==> config.mk <==
export PLATFORM = sky130hd
export DESIGN_NAME = rtcha_top
export DESIGN_NICKNAME = d
export VERILOG_FILES = /design/src/design/rtcha_top.v /design/src/design/rtcha_sync.v
export VERILOG_INCLUDE_DIRS = /design/src /design/src/design
export SDC_FILE = /design/constraint.sdc
export NUM_CORES = 1
export LEC_CHECK = 0
export ABC_CLOCK_PERIOD_IN_PS = 2500
export BUFFER_PORTS_ARGS = -buffer_cell sky130_fd_sc_hd__buf_2
export CAP_MARGIN = 5
export CORE_AREA = 2 2 218 220
export CTS_BUF_LIST = sky130_fd_sc_hd__clkbuf_16
export DETAILED_ROUTE_END_ITERATION = 16
export DIE_AREA = 0 0 220 222
export GPL_ROUTABILITY_DRIVEN = 0
export HOLD_SLACK_MARGIN = 0.03
export PLACE_DENSITY = 0.48
export RECOVER_POWER = 25
export SYNTH_ARGS = -nofsm -noshare
export SYNTH_HDL_FRONTEND = slang
export SYNTH_SLANG_ARGS = --single-unit
export TNS_END_PERCENT = 30
==> constraint.sdc <==
create_clock -name pclk -period 2.5 [get_ports pclk]
set_clock_uncertainty 0.05 [all_clocks]
set_input_delay 0.5 -clock pclk [delete_from_list [all_inputs] [get_ports pclk]]
set_output_delay 0.5 -clock pclk [all_outputs]
set_load 0.05 [all_outputs]
==> src/design/rtcha_consts.vh <==
// Constants of the real-time clock host-access block
`ifndef RTCHA_CONSTS_VH
`define RTCHA_CONSTS_VH
`define RTCHA_CLK_NS      10
`define RTCHA_SEC_NS      1000000000
`define RTCHA_SEC_CYCLES  (`RTCHA_SEC_NS / `RTCHA_CLK_NS)
`define RTCHA_MONTH_DAYS  8'd30
`define RTCHA_A_STATUS    8'h00
`define RTCHA_A_MASK      8'h04
`define RTCHA_A_CTRL      8'h08
`define RTCHA_A_STATE     8'h0C
`define RTCHA_EV_TICK     0
`define RTCHA_EV_PER      1
`define RTCHA_EV_ALARM    2
`define RTCHA_EV_ABORT    3
`define RTCHA_CTRL_RST    1'b1
`define RTCHA_S_SEC       4'h0
`define RTCHA_S_MIN       4'h1
`define RTCHA_S_HOUR      4'h2
`define RTCHA_S_WDAY      4'h3
`define RTCHA_S_DAY       4'h4
`define RTCHA_S_MON       4'h5
`define RTCHA_S_AWMIN     4'h8
`define RTCHA_S_AWHOUR    4'h9
`define RTCHA_S_AWDAYS    4'hA
`define RTCHA_S_ADMIN     4'hB
`define RTCHA_S_ADHOUR    4'hC
`define RTCHA_S_CTRL1     4'hE
`define RTCHA_S_CTRL2     4'hF
`define RTCHA_C1_WAE      7
`define RTCHA_C1_DAE      6
`define RTCHA_C1_OSC_STOP_FLAG     4
`define RTCHA_C2_PERIODIC_IRQ_FLAG     2
`define RTCHA_C2_WAFG     1
`define RTCHA_C2_DAFG     0
`define RTCHA_CMD_RD      3
`define RTCHA_BIT_HI      5'd11
`define RTCHA_BIT_LO      5'd15
`define RTCHA_BIT_END     5'd16
`define RTCHA_PS_OFF      3'h0
`define RTCHA_PS_LOW      3'h1
`define RTCHA_PS_2HZ      3'h2
`define RTCHA_PS_1HZ      3'h3
`define RTCHA_PS_SEC      3'h4
`define RTCHA_PS_MIN      3'h5
`define RTCHA_PS_HOUR     3'h6
`define RTCHA_PS_MON      3'h7
`endif

==> src/design/rtcha_top.v <==
// Real-time clock core with serial host link, interrupts and APB
`include "rtcha_consts.vh"
module rtcha_top #(
  parameter SEC_CYCLES = `RTCHA_SEC_CYCLES,
  parameter DIVW       = 27,
  parameter [7:0] MONTH_DAYS = `RTCHA_MONTH_DAYS
) (
  input  wire        pclk,
  input  wire        presetn,
  input  wire        psel,
  input  wire        penable,
  input  wire        pwrite,
  input  wire [7:0]  paddr,
  input  wire [31:0] pwdata,
  output reg  [31:0] prdata,
  output reg         pready,
  output reg         pslverr,
  output reg         irq,
  input  wire        ce,
  input  wire        sclk,
  input  wire        sio_in,
  output reg         sio_out,
  output reg         sio_oe,
  input  wire        osc_halt,
  input  wire        backup_resume,
  output reg         interrupt_out_n,
  output reg         interrupt_oe
);
  localparam integer    TOP_I    = SEC_CYCLES - 1;
  localparam integer    HALF_I   = SEC_CYCLES / 2;
  localparam integer    QUAR_I   = SEC_CYCLES / 4;
  localparam [DIVW-1:0] DIV_TOP  = TOP_I[DIVW-1:0];
  localparam [DIVW-1:0] DIV_HALF = HALF_I[DIVW-1:0];
  localparam [DIVW-1:0] DIV_QUAR = QUAR_I[DIVW-1:0];

  wire [4:0] syn;
  rtcha_sync #(.WIDTH(5)) u_sync (
    .pclk    (pclk),
    .presetn (presetn),
    .d       ({backup_resume, osc_halt, sio_in, sclk, ce}),
    .q       (syn)
  );
  wire s_ce   = syn[0];
  wire s_sclk = syn[1];
  wire s_sio  = syn[2];
  wire s_halt = syn[3];
  wire s_bkup = syn[4];

  reg        sclk_d;
  reg        ce_d;
  reg  [4:0] bcnt;
  reg  [7:0] cmd;
  reg  [7:0] shr;
  reg  [7:0] sec, min, hour, wday, day, mon;
  reg  [7:0] aw_min, aw_hour, aw_days, ad_min, ad_hour;
  reg        wae, dae, osc_stop_flag, periodic_irq_flag, wafg, dafg;
  reg  [2:0] periodic_select;
  reg  [DIVW-1:0] div;
  reg        tick_d;
  reg  [2:0] strap_cnt;
  reg  [3:0] status;
  reg  [3:0] mask;
  reg        run;
  reg  [7:0] old;

  wire rise    = s_sclk & ~sclk_d;
  wire fall    = ~s_sclk & sclk_d;
  wire is_rd   = cmd[`RTCHA_CMD_RD];
  wire [3:0] nib = {shr[2:0], s_sio};
  wire wr_hi   = rise & s_ce & ~is_rd & (bcnt == `RTCHA_BIT_HI);
  wire wr_lo   = rise & s_ce & ~is_rd & (bcnt == `RTCHA_BIT_LO);
  wire wr      = wr_hi | wr_lo;
  wire [3:0] waddr = cmd[7:4];
  wire [7:0] newv  = wr_hi ? {nib, old[3:0]} : {old[7:4], nib};
  wire tick    = run & (div == DIV_TOP);
  wire sec_wr  = wr & (waddr == `RTCHA_S_SEC);
  wire abort   = ~s_ce & ce_d & (bcnt != 5'd0) & (bcnt < `RTCHA_BIT_END);

  // Serial register read view
  always @* begin
    case (waddr)
      `RTCHA_S_SEC:    old = sec;
      `RTCHA_S_MIN:    old = min;
      `RTCHA_S_HOUR:   old = hour;
      `RTCHA_S_WDAY:   old = wday;
      `RTCHA_S_DAY:    old = day;
      `RTCHA_S_MON:    old = mon;
      `RTCHA_S_AWMIN:  old = aw_min;
      `RTCHA_S_AWHOUR: old = aw_hour;
      `RTCHA_S_AWDAYS: old = aw_days;
      `RTCHA_S_ADMIN:  old = ad_min;
      `RTCHA_S_ADHOUR: old = ad_hour;
      `RTCHA_S_CTRL1:  old = {wae, dae, 1'b0, osc_stop_flag, 1'b0, periodic_select};
      `RTCHA_S_CTRL2:  old = {5'h00, periodic_irq_flag, wafg, dafg};
      default:         old = 8'h00;
    endcase
  end

  // Serial link: command byte, then data byte, MSB first
  always @(posedge pclk or negedge presetn) begin
    if (!presetn) begin
      sclk_d  <= 1'b0;
      ce_d    <= 1'b0;
      bcnt    <= 5'd0;
      cmd     <= 8'h00;
      shr     <= 8'h00;
      sio_out <= 1'b0;
      sio_oe  <= 1'b0;
    end else begin
      sclk_d <= s_sclk;
      ce_d   <= s_ce;
      if (!s_ce) begin
        bcnt   <= 5'd0;
        sio_oe <= 1'b0;
      end else if (rise && bcnt < `RTCHA_BIT_END) begin
        bcnt <= bcnt + 5'd1;
        if (bcnt < 5'd8)
          cmd <= {cmd[6:0], s_sio};
        else if (!is_rd)
          shr <= {shr[6:0], s_sio};
      end else if (fall && is_rd && bcnt >= 5'd8) begin
        if (bcnt == 5'd8) begin
          sio_out <= old[7];
          shr     <= {old[6:0], 1'b0};
          sio_oe  <= 1'b1;
        end else if (bcnt == `RTCHA_BIT_END) begin
          sio_oe <= 1'b0;
        end else begin
          sio_out <= shr[7];
          shr     <= {shr[6:0], 1'b0};
        end
      end
    end
  end

  // Timebase and calendar
  wire [7:0] sec_n  = (sec == 8'd59) ? 8'd0 : sec + 8'd1;
  wire       min_c  = (sec == 8'd59);
  wire       hour_c = min_c & (min == 8'd59);
  wire       day_c  = hour_c & (hour == 8'd23);
  wire       mon_c  = day_c & (day == MONTH_DAYS);

  always @(posedge pclk or negedge presetn) begin
    if (!presetn) begin
      div     <= {DIVW{1'b0}};
      tick_d  <= 1'b0;
      sec     <= 8'h00;
      min     <= 8'h00;
      hour    <= 8'h00;
      wday    <= 8'h00;
      day     <= 8'h01;
      mon     <= 8'h01;
      aw_min  <= 8'h00;
      aw_hour <= 8'h00;
      aw_days <= 8'h00;
      ad_min  <= 8'h00;
      ad_hour <= 8'h00;
      wae     <= 1'b0;
      dae     <= 1'b0;
      periodic_select <= `RTCHA_PS_OFF;
    end else begin
      tick_d <= tick & ~sec_wr;
      if (sec_wr || tick || !run)
        div <= {DIVW{1'b0}};
      else
        div <= div + {{(DIVW-1){1'b0}}, 1'b1};
      if (tick && !sec_wr) begin
        sec <= sec_n;
        if (min_c)
          min <= (min == 8'd59) ? 8'd0 : min + 8'd1;
        if (hour_c)
          hour <= (hour == 8'd23) ? 8'd0 : hour + 8'd1;
        if (day_c) begin
          wday <= (wday == 8'd6) ? 8'd0 : wday + 8'd1;
          day  <= (day == MONTH_DAYS) ? 8'd1 : day + 8'd1;
        end
        if (mon_c)
          mon <= (mon == 8'd12) ? 8'd1 : mon + 8'd1;
      end
      if (wr) begin
        case (waddr)
          `RTCHA_S_SEC:    sec     <= newv;
          `RTCHA_S_MIN:    min     <= newv;
          `RTCHA_S_HOUR:   hour    <= newv;
          `RTCHA_S_WDAY:   wday    <= newv;
          `RTCHA_S_DAY:    day     <= newv;
          `RTCHA_S_MON:    mon     <= newv;
          `RTCHA_S_AWMIN:  aw_min  <= newv;
          `RTCHA_S_AWHOUR: aw_hour <= newv;
          `RTCHA_S_AWDAYS: aw_days <= newv;
          `RTCHA_S_ADMIN:  ad_min  <= newv;
          `RTCHA_S_ADHOUR: ad_hour <= newv;
          `RTCHA_S_CTRL1: begin
            wae <= newv[`RTCHA_C1_WAE];
            dae <= newv[`RTCHA_C1_DAE];
            periodic_select <= newv[2:0];
          end
          default: ;
        endcase
      end
    end
  end

  // Alarm and periodic events, evaluated the cycle after a second tick
  wire at_min0 = tick_d & (sec == 8'd0);
  wire w_match = at_min0 & wae & (min == aw_min) & (hour == aw_hour) & aw_days[wday[2:0]];
  wire d_match = at_min0 & dae & (min == ad_min) & (hour == ad_hour);
  reg  per_ev;
  always @* begin
    case (periodic_select)
      `RTCHA_PS_SEC:  per_ev = tick_d;
      `RTCHA_PS_MIN:  per_ev = at_min0;
      `RTCHA_PS_HOUR: per_ev = at_min0 & (min == 8'd0);
      `RTCHA_PS_MON:  per_ev = at_min0 & (min == 8'd0) & (hour == 8'd0) & (day == 8'd1);
      default:        per_ev = 1'b0;
    endcase
  end
  wire c2_clr = wr_lo & (waddr == `RTCHA_S_CTRL2);
  wire c1_hi  = wr_hi & (waddr == `RTCHA_S_CTRL1);
  wire halt_ev = s_halt & ~s_ce;

  always @(posedge pclk or negedge presetn) begin
    if (!presetn) begin
      periodic_irq_flag      <= 1'b0;
      wafg      <= 1'b0;
      dafg      <= 1'b0;
      osc_stop_flag      <= 1'b1;
      strap_cnt <= 3'd0;
    end else begin
      // Set wins over a same-cycle clear
      periodic_irq_flag <= per_ev | (periodic_irq_flag & ~(c2_clr & ~nib[`RTCHA_C2_PERIODIC_IRQ_FLAG]));
      wafg <= w_match | (wafg & ~(c2_clr & ~nib[`RTCHA_C2_WAFG]));
      dafg <= d_match | (dafg & ~(c2_clr & ~nib[`RTCHA_C2_DAFG]));
      // Strap read late enough for the synchroniser to have settled
      if (strap_cnt != 3'd7)
        strap_cnt <= strap_cnt + 3'd1;
      if (halt_ev)
        osc_stop_flag <= 1'b1;
      else if (strap_cnt == 3'd5 && s_bkup)
        osc_stop_flag <= 1'b0;
      else if (c1_hi && !nib[`RTCHA_C1_OSC_STOP_FLAG - 4])
        osc_stop_flag <= 1'b0;
    end
  end

  // Open-drain interrupt pin, pulled low while any source is active
  wire pulse_1hz = div < DIV_HALF;
  wire pulse_2hz = (div < DIV_QUAR) | ((div >= DIV_HALF) & (div < DIV_HALF + DIV_QUAR));
  reg  per_low;
  always @* begin
    case (periodic_select)
      `RTCHA_PS_LOW: per_low = 1'b1;
      `RTCHA_PS_2HZ: per_low = run & pulse_2hz;
      `RTCHA_PS_1HZ: per_low = run & pulse_1hz;
      `RTCHA_PS_OFF: per_low = 1'b0;
      default:       per_low = periodic_irq_flag;
    endcase
  end

  always @(posedge pclk or negedge presetn) begin
    if (!presetn) begin
      interrupt_out_n <= 1'b0;
      interrupt_oe    <= 1'b0;
    end else begin
      interrupt_out_n <= 1'b0;
      interrupt_oe    <= wafg | dafg | per_low;
    end
  end

  // APB slave, one wait state
  wire apb_take = psel & penable & ~pready;
  wire apb_done = psel & penable & pready;
  wire a_stat   = (paddr == `RTCHA_A_STATUS);
  wire a_mask   = (paddr == `RTCHA_A_MASK);
  wire a_ctrl   = (paddr == `RTCHA_A_CTRL);
  wire a_state  = (paddr == `RTCHA_A_STATE);
  wire mapped   = a_stat | a_mask | a_ctrl | a_state;
  wire [3:0] ev;
  assign ev[`RTCHA_EV_TICK]  = tick;
  assign ev[`RTCHA_EV_PER]   = per_ev;
  assign ev[`RTCHA_EV_ALARM] = w_match | d_match;
  assign ev[`RTCHA_EV_ABORT] = abort;
  wire stat_clr = apb_done & ~pwrite & a_stat;

  always @(posedge pclk or negedge presetn) begin
    if (!presetn) begin
      pready  <= 1'b0;
      pslverr <= 1'b0;
      prdata  <= 32'h00000000;
      status  <= 4'h0;
      mask    <= 4'h0;
      run     <= `RTCHA_CTRL_RST;
      irq     <= 1'b0;
    end else begin
      pready  <= apb_take;
      pslverr <= apb_take & ~mapped;
      if (apb_take && (!pwrite || !mapped)) begin
        if (a_stat)
          prdata <= {28'h0000000, status};
        else if (a_mask)
          prdata <= {28'h0000000, mask};
        else if (a_ctrl)
          prdata <= {31'h00000000, run};
        else if (a_state)
          prdata <= {16'h0000, s_ce, osc_stop_flag, periodic_irq_flag, wafg, dafg, periodic_select, sec};
        else
          prdata <= 32'h00000000;
      end
      status <= ev | (status & ~{4{stat_clr}});
      if (apb_done && pwrite && a_mask)
        mask <= pwdata[3:0];
      if (apb_done && pwrite && a_ctrl)
        run <= pwdata[0];
      irq <= |(status & mask);
    end
  end
endmodule // rtcha_top

==> src/design/rtcha_sync.v <==
// Three-stage input synchroniser with agreement filter
module rtcha_sync #(
  parameter WIDTH = 1
) (
  input  wire             pclk,
  input  wire             presetn,
  input  wire [WIDTH-1:0] d,
  output reg  [WIDTH-1:0] q
);
  reg [WIDTH-1:0] s1;
  reg [WIDTH-1:0] s2;
  reg [WIDTH-1:0] s3;
  always @(posedge pclk or negedge presetn) begin
    if (!presetn) begin
      s1 <= {WIDTH{1'b0}};
      s2 <= {WIDTH{1'b0}};
      s3 <= {WIDTH{1'b0}};
      q  <= {WIDTH{1'b0}};
    end else begin
      s1 <= d;
      s2 <= s1;
      s3 <= s2;
      // Take a change only once stages two and three agree
      q  <= (q & (s2 ^ s3)) | (s3 & ~(s2 ^ s3));
    end
  end
endmodule // rtcha_sync

Word-level counts from Yosys, hierarchy flattened
Index checks and enable logic that the tools add are counted.

Register bits after elaboration: 218. Output and inout bits: 39. Input bits: 50. Logic and storage cells: 280.

Bitwise operators: 79. Multiplexer cells: 58. Reduce and logical (&&, ||, !) cells: 38. $add $sub $neg: 9. Equality and inequality tests: 48. Order comparisons: 8.

Operators by type and width (number): $mux 8 (36); $pmux 8 s13 (1); $mux 16 (4); $add 8x1->8 const B (6); $and 1x1->1 (44); $eq 8x8->1 (4); $logic_not 8->1 (4); $eq 4x4->1 const B (7); $add 27x1->27 const B (1); $eq 27x27->1 const B (1); $ge 27x26->1 const B (1); $lt 27x25->1 const B (1); $lt 27x26->1 const B (1); $lt 27x27->1 const B (1); $mux 27 (1); $eq 8x4->1 const B (3); $eq 8x3->1 const B (2); $eq 8x5->1 const B (2); $eq 8x6->1 const B (2); $eq 3x3->1 const B (5); $eq 5x4->1 const B (3); $not 1->1 (15); $ne 2x2->1 const B (6); $reduce_and 2->1 (6); other kinds (38) (83).

Logic depth before layout (Yosys ltp)
Gate-level depths: netlist (run 1).

Word-level depth: 12. Depth in mapped cells: 10. Gate-level depth less buffers: 8.

Modules after synthesis
Synthesis (run 1) repeated with hierarchy kept, for this count alone.

Cells, all modules: 1210. Area, all modules: 11385.9 µm².

Modules (own cells, without submodules): rtcha_top (cells each 1185, instances 1, area an instance 10829.1 µm²); rtcha_sync (cells each 25, instances 1, area an instance 556.8 µm²).

Least setup slack after synthesis (run 1)
OpenSTA, ideal clock, no wires.

Kind: reg-to-reg. Start: register bcnt[0]. End: register sec[4]. Library setup time: 0.073 ns. Data required time: 2.377 ns. Period minus slack after synthesis: 2.428 ns. Path slack: 0.072 ns. Arrival time: 2.305 ns. Cell stages (with the launch flop): 10. Path buffers: 1. Cell sequence: dfrtp_1 ha_1 and3_1 ha_1 o211ai_1 nand2_1 or2_0 buf_2 o311a_1 a21oi_2.

Cells in the longest elaborated chain, start to end: 9. Elaborated cells between the ends (all ways): 12. Those cells by class: eq/ne: 2; mux: 4; bitwise: 4; reduce/logical: 2.

RTL lines: from (decl) (RTL line rtcha_top.v:51) `reg [4:0] bcnt;`; from (signal assigned) (RTL line rtcha_top.v:116) `bcnt <= bcnt + 5'd1;`; $eq 5x4->1 (no source line); $and 1x1->1, on equally long branches (RTL line rtcha_top.v:70, rtcha_top.v:71); $or 1x1->1 (RTL line rtcha_top.v:72) `wire wr = wr_hi | wr_lo;`; $and 1x1->1 (RTL line rtcha_top.v:76) `` wire sec_wr = wr & (waddr == `RTCHA_S_SEC); ``; $logic_not 1->1 (RTL line rtcha_top.v:167) `if (tick && !sec_wr) begin`; $logic_and 1x1->1 (RTL line rtcha_top.v:167); $mux 8 (RTL line rtcha_top.v:167); $mux 8 (RTL line rtcha_top.v:181) `case (waddr)`; $mux 8 (*) (RTL line rtcha_top.v:180) `if (wr) begin`; to (signal assigned) (RTL line rtcha_top.v:168) `sec <= sec_n;`; to (signal assigned) (RTL line rtcha_top.v:182) `` `RTCHA_S_SEC: sec <= newv; ``; to (decl) (RTL line rtcha_top.v:54) `reg [7:0] sec, min, hour, wday, day, mon;`.

Mark *: on every way between the ends. The rest lies on a longest branch, timed or not. A chain may end at the register's enable or synchronous reset.

Final worst setup path (run 1)
Start: register bcnt[0]. End: register day[6].

Cells in the longest elaborated chain, start to end: 9. Elaborated cells between the ends (all ways): 12. Those cells by class: eq/ne: 2; mux: 4; bitwise: 4; reduce/logical: 2.

RTL lines: $eq 5x4->1 (no source line); $and 1x1->1, on equally long branches (RTL line rtcha_top.v:70, rtcha_top.v:71); $or 1x1->1 (RTL line rtcha_top.v:72); $and 1x1->1 (RTL line rtcha_top.v:76); $logic_not 1->1 (RTL line rtcha_top.v:167); $logic_and 1x1->1 (RTL line rtcha_top.v:167); $mux 8 (RTL line rtcha_top.v:167); $mux 8 (RTL line rtcha_top.v:181); $mux 8 (*) (RTL line rtcha_top.v:180); to (signal assigned) (RTL line rtcha_top.v:175) `day <= (day == MONTH_DAYS) ? 8'd1 : day + 8'd1;`; to (signal assigned) (RTL line rtcha_top.v:186) `` `RTCHA_S_DAY: day <= newv; ``; to (decl) (RTL line rtcha_top.v:54).

Marked as above.

==> metrics.txt, run 1 <==
via count=9,876; Synth cell types=77; slowest CP cell=dfrtp_1; Post-synth EDFFs=0; DRT antenna net count=0; Top delay family on crit path=simple AND/OR/NAND/NOR gates; Slew headroom=0.296; DRC=0; final worst slack=28.2 ps; DRT iter0 DRCs=759; Avg Synthesized Cell Area=9.49 sq um; RSZ-0062 raised after global routing=true; WP depth=11; chip height=222 um; Top Metal Used=met4; Seq/Total Area, Yosys=0.441; WS Path Type=reg -> reg; die area=0.0488 sq mm; routed vias/inst=4.90; Util after Layout=0.318; CP Buf/Inv Count=3; CP Data Required Time=2860 ps; YS warnings=0; Synth async-reset ratio=1.00; Hold Fails Final Rpt=0; max FFs per register=27; CP arrival=2830 ps; wire length on met1=18,200 um; HPWL after DPL=28,200 um; P_leak=6.64 nW; dominant synthesized flop cell=dfrtp_1; PnR Total Power=9.14 mW; Max Root-Sink Buffers=3; Area contributors post-synth=dfrtp_1, mux2i_1, nand2_1; status=finished, final reports clean; DR WL met2=16,700 um; number of global-route vias before repair=9,783; Top reg by flops=div; critical path, cell by cell=ha_2, and3_1, ha_2, o211ai_1, buf_4, nand4_4, buf_12, buf_4, nor4_4, xnor2_1, mux2i_1; clk_lat worst skew=540 ps; Worst path max stage delay=400 ps; measured slew at the worst slew-check pin=1060 ps; Die W=220 um; pre-CTS setup slack=-160 ps; Placement Cell Area=0.0135 sq mm; final hold slack=150 ps; fin nets=1,457; synth-to-layout area growth=28.2%; worst-path fanout max=9; clk root buf=clkbuf_16; Final Cycle Share=0.989; CTS tree=yes; worst r2r path cells=11; total track usage=0.153; overflow left after global routing=0; Setup TNS=0 ps; clock period minus worst slack=2470 ps; crit end category=register; core area=0.0463 sq mm; WHS Path Cells=2; setup violators final=0; Seq cells post-synth=202; routed length per instance=18.7 um; Pre-antenna DRT Iters=5; WL final=37,600 um; worst hold path class=in -> reg; initial antenna violation count=0; PwrDens=622 mW/mm^2; antenna cells=0; starting density of the core=0.248; Largest regs=div: 27 flops, prdata: 16 flops; area share of the largest cell type after synthesis=0.432; largest net degree at the start of global routing=64; worst vdd ir=0.457 mV; type of origin of the critical path=register; biggest area consumer among synthesized cells=dfrtp_1; Inst Count DP=1,952; Max Clock Freq=0.405 GHz; first-pass GRT wire length=58,500 um; fraction of layout instances using a drive strength above 1=0.257; clock transition at the registers of the reported paths=60 ps; Final Non-Filler Cells=2,014; Max Cap Viol=0; row count=79; number of buffers created by CTS=26; fin area=0.0147 sq mm; fin. max-slew vios=0; clock sink total=202; Cells after Synth=1,208; routed length on met3=1870 um; I/O pin total=89; H-tree levels=1; fillers=4,802; synthesized cell area=0.0115 sq mm; IO Port Bufs=43
-- logic make-up (layout without fill, tap and decap cells) --
| kind of cell | Yosys count | in the layout | share of synthesized area |
|---|---|---|---|
| adder cells (fa/ha/maj) | 25 | 25 | 0.0262 |
| AO/OA/AOI/OAI | 227 | 227 | 0.124 |
| AND/OR/NAND/NOR | 448 | 448 | 0.207 |
| multiplexers | 92 | 92 | 0.0876 |
| XOR/XNOR | 80 | 80 | 0.0611 |
| buffers and inverters | 133 | 316 | 0.0522 |
| flip-flops | 202 | 202 | 0.441 |
| other | 1 | 17 | 0.000327 |
-- report_power, final --
part | switching, mW | internal (mW)
clock | 1.52 | 2.21
combinational | 1.11 | 0.813
sequential | 0.116 | 3.37
total | 2.75 | 6.39
-- cells in the mapped netlist, types with 8 or more instances --
| cell type | instances |
|---|---|
| dfrtp_1 | 198 |
| nand2_1 | 141 |
| o21ai_0 | 88 |
| nor2_1 | 63 |
| clkbuf_1 | 59 |
| nand3_1 | 55 |
| mux2i_1 | 53 |
| xor2_1 | 52 |
| a21oi_1 | 37 |
| mux2_2 | 36 |
| inv_1 | 32 |
| nor3_1 | 28 |
| xnor2_1 | 28 |
| nand4_1 | 27 |
| nor4_1 | 25 |
| ha_1 | 20 |
| and3_1 | 19 |
| buf_4 | 17 |
| buf_2 | 16 |
| and2_1 | 14 |
| a22oi_1 | 12 |
| a31oi_1 | 12 |
| o31ai_1 | 11 |
| o22ai_1 | 10 |
| and4_1 | 9 |
| nor2b_1 | 8 |
-- final cells by class --
cell class	instances	area (sq um)	share of cell area
Tap cell	607	759	0.0517
Sequential cell	202	5060	0.345
Multi-Input combinational cell	889	6060	0.412
Timing Repair Buffer	234	1830	0.124
Clock buffer	26	651	0.0443
Inverter	34	131	0.00894
Clock inverter	22	200	0.0136
-- placed cells by master, fill, tap and decap left out, types with 11 or more instances in the layout --
cell type	instances
a21oi_1	37
and3_1	19
a31oi_1	12
xor2_1	52
xnor2_1	28
mux2_2	36
buf_4	165
nand3_1	53
o21ai_0	86
nor2_1	62
nand2_1	140
nor3_1	25
mux2i_1	52
nand4_1	27
dfrtp_1	194
conb_1	17
inv_1	37
and2_1	14
buf_2	42
clkbuf_16	27
a22oi_1	12
buf_12	11
nor4_1	21
ha_1	18
-- worst paths after layout --
path | start | end | slack [ps]
worst max-delay path | bcnt[0] | day[6] | 30
worst min-delay path | pwdata[1] | mask[1] | 150
worst max register to register | bcnt[0] | day[6] | 30
worst min register to register | u_sync.s1[4] | u_sync.s2[4] | 300
max in group asynchronous | presetn | aw_days[4] | 290
min in group asynchronous | presetn | div[13] | 640
-- per-layer routing --
layer	up-vias	track usage
met1	4863	0.221
met5	-	0
met3	56	0.0203
li1	4682	-
met2	275	0.236
met4	0	0.0439
-- what timing repair did --
| item | 4_1_cts | 5_1_grt |
|---|---|---|
| buffers inserted | 0 | 7 |
| endpoints found under the hold margin | 38 | 0 |
| cloned | 0 | 1 |
| resized for setup | 14 | 37 |
| endpoints found under the setup margin | 63 | 84 |
| pin swaps | 1 | 5 |
| hold buffers | 6 | 0 |
Power figures use the tool's default switching activity.
==> run 2, diff against run 1 <==
Settings changed: PLACE_DENSITY 0.48 to not set.
==> run 2 against run 1 <==
Compared with the run above:
- the run now ends with negative setup slack left
- utilization shrank 0.12 points
- largest power group unchanged
- fmax shrank 1.2%
- die area unchanged
- non-clock buffer count is 20 lower
- sequential share of layout area rose by 0.11 points
- cell count is 1.2% lower
- setup slack got worse by 31 ps
- global-route usage is 0.83 points lower
- first-iteration DRC count up 20%
- sequential power hardly changed
- clock power about the same
==> metrics.txt, run 2 (same netlist as run 1, synthesis figures left out) <==
status=complete, but fails checks; violated checks=negative setup slack; HPWL after DPL=26,200 um (-7.2%); most frequent cells in the layout=dfrtp_1, buf_4, nand2_1; crit end category=register; CTS tree=yes; overflow left after global routing=0 (unchanged); Final Cycle Share=1.00 (+0.0122); type of origin of the critical path=register; critical path, cell by cell=buf_12, nor2b_1, a221oi_2, nor3_1, or4_4, mux2i_4, buf_6, o21ai_0; via count=10,043 (+1.7%); Die W=220 um (unchanged); Hold Fails Final Rpt=0 (unchanged); core area=0.0463 sq mm (unchanged); Worst path max stage delay=590 ps (+190 ps); CP Buf/Inv Count=2 (-1); clock sink total=202 (unchanged); I/O pin total=89 (unchanged); total track usage=0.144 (-0.00834); measured slew at the worst slew-check pin=795 ps (-261 ps); DRC=0 (unchanged); DRT antenna net count=0 (unchanged); starting density of the core=0.248 (unchanged); Top delay family on crit path=simple AND/OR/NAND/NOR gates; Inst Count DP=1,928 (-1.2%); chip height=222 um (unchanged); worst vdd ir=0.546 mV (+20%); Slew headroom=0.470 (+0.174); fin. max-slew vios=0 (unchanged); WS Path Type=reg -> reg; number of global-route vias before repair=9,786 (+0.031%); initial antenna violation count=0 (unchanged); Setup TNS=-2.45 ps (-2.45 ps); clock period minus worst slack=2500 ps (+30.6 ps); Top reg by flops=div; slowest CP cell=or4_4; final worst slack=-2.45 ps (-30.6 ps); H-tree levels=1 (unchanged); worst-path fanout max=33 (+24); fraction of layout instances using a drive strength above 1=0.254 (-0.00349); setup violators final=1 (+1); Max Root-Sink Buffers=3 (unchanged); first-pass GRT wire length=56,100 um (-4.1%); routed length per instance=18.1 um (-3.0%); RSZ-0062 raised after global routing=true; pre-CTS setup slack=-164 ps (-3.84 ps); routed vias/inst=5.05 (+2.9%); Final Non-Filler Cells=1,990 (-1.2%); number of buffers created by CTS=24 (-7.7%); CP Data Required Time=2830 ps (-30 ps); clock transition at the registers of the reported paths=60 ps (about the same); CP arrival=2830 ps (about the same); register area=0.00506 sq mm (about the same); Largest regs=div: 27 flops, prdata: 16 flops; Util after Layout=0.316 (-0.00119); row count=79 (unchanged); Pre-antenna DRT Iters=5 (unchanged); clk root buf=clkbuf_16; PwrDens=624 mW/mm^2 (+0.38%); P_leak=6.59 nW (-0.80%); largest net degree at the start of global routing=80 (+25%); Max Cap Viol=0 (unchanged); IO Port Bufs=43 (unchanged); Max Clock Freq=0.400 GHz (-1.2%); fillers=4,780 (-0.46%); clk_lat worst skew=520 ps (-20 ps); die area=0.0488 sq mm (unchanged); area of the multi-input gates=0.00616 sq mm (+1.6%); worst hold path class=in -> reg; PnR Total Power=9.14 mW (about the same); commonest non-fill, non-tap cell in the layout=dfrtp_1; synth-to-layout area growth=27.7%; fin nets=1,435 (-1.5%); max FFs per register=27 (unchanged); WL final=36,100 um (-4.2%); antenna cells=0 (unchanged); DRT iter0 DRCs=910 (+20%)
-- run 2: per-layer routing --
metal	vias to the layer above	share of wire	global-route usage
met4	0	0.052	0.0552
met3	116	0.078	0.0235
met1	4858	0.42	0.198
met5	-	0	0
met2	435	0.45	0.227
li1	4634	-	-
-- run 2: per-stage QoR --
stage,area [sq um],hold slack (ps)
after detailed placement,13300,287
after global placement,13300,286
after floorplan,11500,154
final,14600,47.4
after CTS,14300,30.2
after global routing,14600,36.9
-- run 2: path summary, 6_finish.rpt --
path / start / end / slack [ps] / cells past startpoint
worst max-delay path: cmd[7] / dae / -2 / 8
worst min-delay path: backup_resume / u_sync.s1[4] / 50 / 1
worst max register to register: cmd[7] / dae / -2 / 8
worst min register to register: u_sync.s1[0] / u_sync.s2[0] / 300 / 0
max in group asynchronous: presetn / cmd[5] / 460 / 3
min in group asynchronous: presetn / div[14] / 540 / 2
-- run 2: cell type report --
class,instances,share of cell area
Sequential cell,202,0.346
Timing Repair Buffer,214,0.115
Multi-Input combinational cell,889,0.421
Clock buffer,25,0.0427
Clock inverter,19,0.0150
Tap cell,607,0.0519
Inverter,34,0.00880
-- run 2: worst register-to-register path, cell delays in order (launching register included) --
cell and delay [ps]:
dfrtp_1 400, buf_12 180, nor2b_1 190, a221oi_2 270, nor3_1 90, or4_4 590, mux2i_4 290, buf_6 210
o21ai_0 100
-- run 2: what timing repair did --
action,4_1_cts,5_1_grt
gates resized for setup,9,64
pin swaps,0,22
cloned,1,3
hold buffers,5,0
buffers inserted,2,7
setup endpoints to repair,50,78
endpoints found under the hold margin,15,0
-- run 2: power breakdown --
| group | switching (mW) | internal [mW] |
|---|---|---|
| logic | 1.15 | 0.784 |
| registers | 0.0982 | 3.36 |
| clock network | 1.42 | 2.33 |
| total | 2.67 | 6.47 |
==> run 3, diff against run 2 <==
Settings changed: SETUP_SLACK_MARGIN set to 0.15.
==> run 3 against run 2 <==
Compared with the run above:
- the flow now finishes without violations
- sequential power hardly changed
- routed wire length is 5.1% higher
- register-to-register slack gained 90 ps
- sequential share of layout area decreased by 1.6 points
- clock-buffer cell count down 2
- largest cell class unchanged
==> metrics.txt, run 3 (same netlist as run 1, synthesis figures left out) <==
crit end category=register; commonest non-fill, non-tap cell in the layout=dfrtp_1; most frequent cells in the layout=dfrtp_1, buf_4, nand2_1; type of origin of the critical path=register; DRT antenna net count=0 (unchanged); clock transition at the registers of the reported paths=60 ps (about the same); routed length per instance=18.9 um (+4.3%); via count=10,471 (+4.3%); IO Port Bufs=43 (unchanged); DRC=0 (unchanged); setup violators final=0 (-1); total track usage=0.143 (-0.00165); Max Root-Sink Buffers=3 (unchanged); RSZ-0062 raised after global routing=true; fin. max-slew vios=0 (unchanged); die area=0.0488 sq mm (unchanged); HPWL after DPL=26,300 um (+0.61%); starting density of the core=0.248 (unchanged); P_leak=6.74 nW (+2.4%); Slew headroom=0.0215 (-0.449); chip height=222 um (unchanged); fillers=4,614 (-3.5%); synth-to-layout area growth=34.1%; CP arrival=2740 ps (-90 ps); Die W=220 um (unchanged); H-tree levels=1 (unchanged); row count=79 (unchanged); area of the multi-input gates=0.00661 sq mm (+7.4%); overflow left after global routing=0 (unchanged); worst vdd ir=0.498 mV (-8.9%); Hold Fails Final Rpt=0 (unchanged); fin nets=1,456 (+1.5%); WL final=37,900 um (+5.1%); first-pass GRT wire length=55,500 um (-1.1%); routed vias/inst=5.22 (+3.4%); worst hold path class=in -> reg; Max Clock Freq=0.414 GHz (+3.6%); clock period minus worst slack=2420 ps (-86.1 ps); Largest regs=div: 27 flops, prdata: 16 flops; max FFs per register=27 (unchanged); core area=0.0463 sq mm (unchanged); I/O pin total=89 (unchanged); clk_lat worst skew=520 ps (about the same); Setup TNS=0 ps (+2.45 ps); largest net degree at the start of global routing=54 (-33%); worst-path fanout max=7 (-79%); number of global-route vias before repair=9,777 (-0.092%); antenna cells=0 (unchanged); Top reg by flops=div; DRT iter0 DRCs=995 (+9.3%); Max Cap Viol=0 (unchanged); register area=0.00506 sq mm (about the same); initial antenna violation count=0 (unchanged); CTS tree=yes; pre-CTS setup slack=-4.56 ps (+160 ps); clock sink total=202 (unchanged); clk root buf=clkbuf_16; number of buffers created by CTS=23 (-4.2%); fraction of layout instances using a drive strength above 1=0.312 (+0.0579); WS Path Type=reg -> reg; PwrDens=619 mW/mm^2 (-0.82%); measured slew at the worst slew-check pin=1470 ps (+673 ps); CP Data Required Time=2830 ps (about the same); status=finished, final reports clean; final worst slack=83.7 ps (+86.1 ps); Final Cycle Share=0.967 (-0.0345); Pre-antenna DRT Iters=6 (+1)
-- run 3: cell count changes in the layout (fill, tap and decap cells not counted), moves of 6 or more --
cell     delta
a21oi_2     +8
mux2i_1    -11
o21ai_1    +12
mux2_4      +7
buf_6      +19
a21oi_1     -8
mux2i_2     +6
o21ai_2    +13
o21ai_0    -25
mux2_2      -7
-- run 3: critical path: stages, from the launching register on --
cell and delay, ps:
dfrtp_2 490, clkbuf_16 200, and2_4 190, buf_4 150, nand3_1 80, a21oi_1 90, a2111o_1 430, mux2i_4 290
clkbuf_16 230, mux2i_1 70
-- run 3: final cells by class --
type                       instances  share of cell area
multi-input combinational        889               0.430
tap                              607              0.0494
timing repair buffer             236               0.135
inverter                          34             0.00838
clock buffer                      23              0.0374
clock inverter                    15             0.00993
sequential                       202               0.329
-- run 3: routing by layer --
metal | up-vias | wire length (um) | global-route usage
met5 | - | 0 | 0
met2 | 535 | 16800 | 0.221
met4 | 0 | 2060 | 0.0585
met1 | 5089 | 16000 | 0.200
li1 | 4679 | - | -
met3 | 168 | 3140 | 0.0184
-- run 3: final timing paths --
kind | startpoint | to | slack [ps] | cells after the start
min in group asynchronous | presetn | div[14] | 840 | 2
worst min-delay path | sio_in | u_sync.s1[2] | 40 | 1
worst max-delay path | cmd[4] | hour[5] | 80 | 9
worst max register to register | cmd[4] | hour[5] | 80 | 9
max in group asynchronous | presetn | bcnt[2] | 550 | 3
worst min register to register | u_sync.s1[1] | u_sync.s2[1] | 300 | 0
-- run 3: metrics by stage --
step                area, sq um  instances  total power [mW]  hold slack (ps)   util
global placement          13400       1933              5.23              283  0.289
finish                    15400       2006              9.52             45.0  0.332
detailed placement        13400       1933              5.26              286  0.289
CTS                       14200       1975              8.63             31.4  0.307
global route              15400       2006              9.81             33.1  0.332
floorplan                 11500       1224              4.42              154      -
-- run 3: power by group --
part / total (mW) / switching (mW) / internal [mW]
Combinational: 2.72 / 1.45 / 1.27
Sequential: 3.48 / 0.113 / 3.37
Clock: 3.32 / 1.34 / 1.97
Total: 9.52 / 2.91 / 6.61
-- run 3: repair_timing --
item	CTS	global route
gates resized for setup	23	189
hold buffers	3	0
setup endpoints to repair	83	126
pin swaps	5	27
setup buffers	1	20
endpoints found under the hold margin	50	0
cloned	0	11
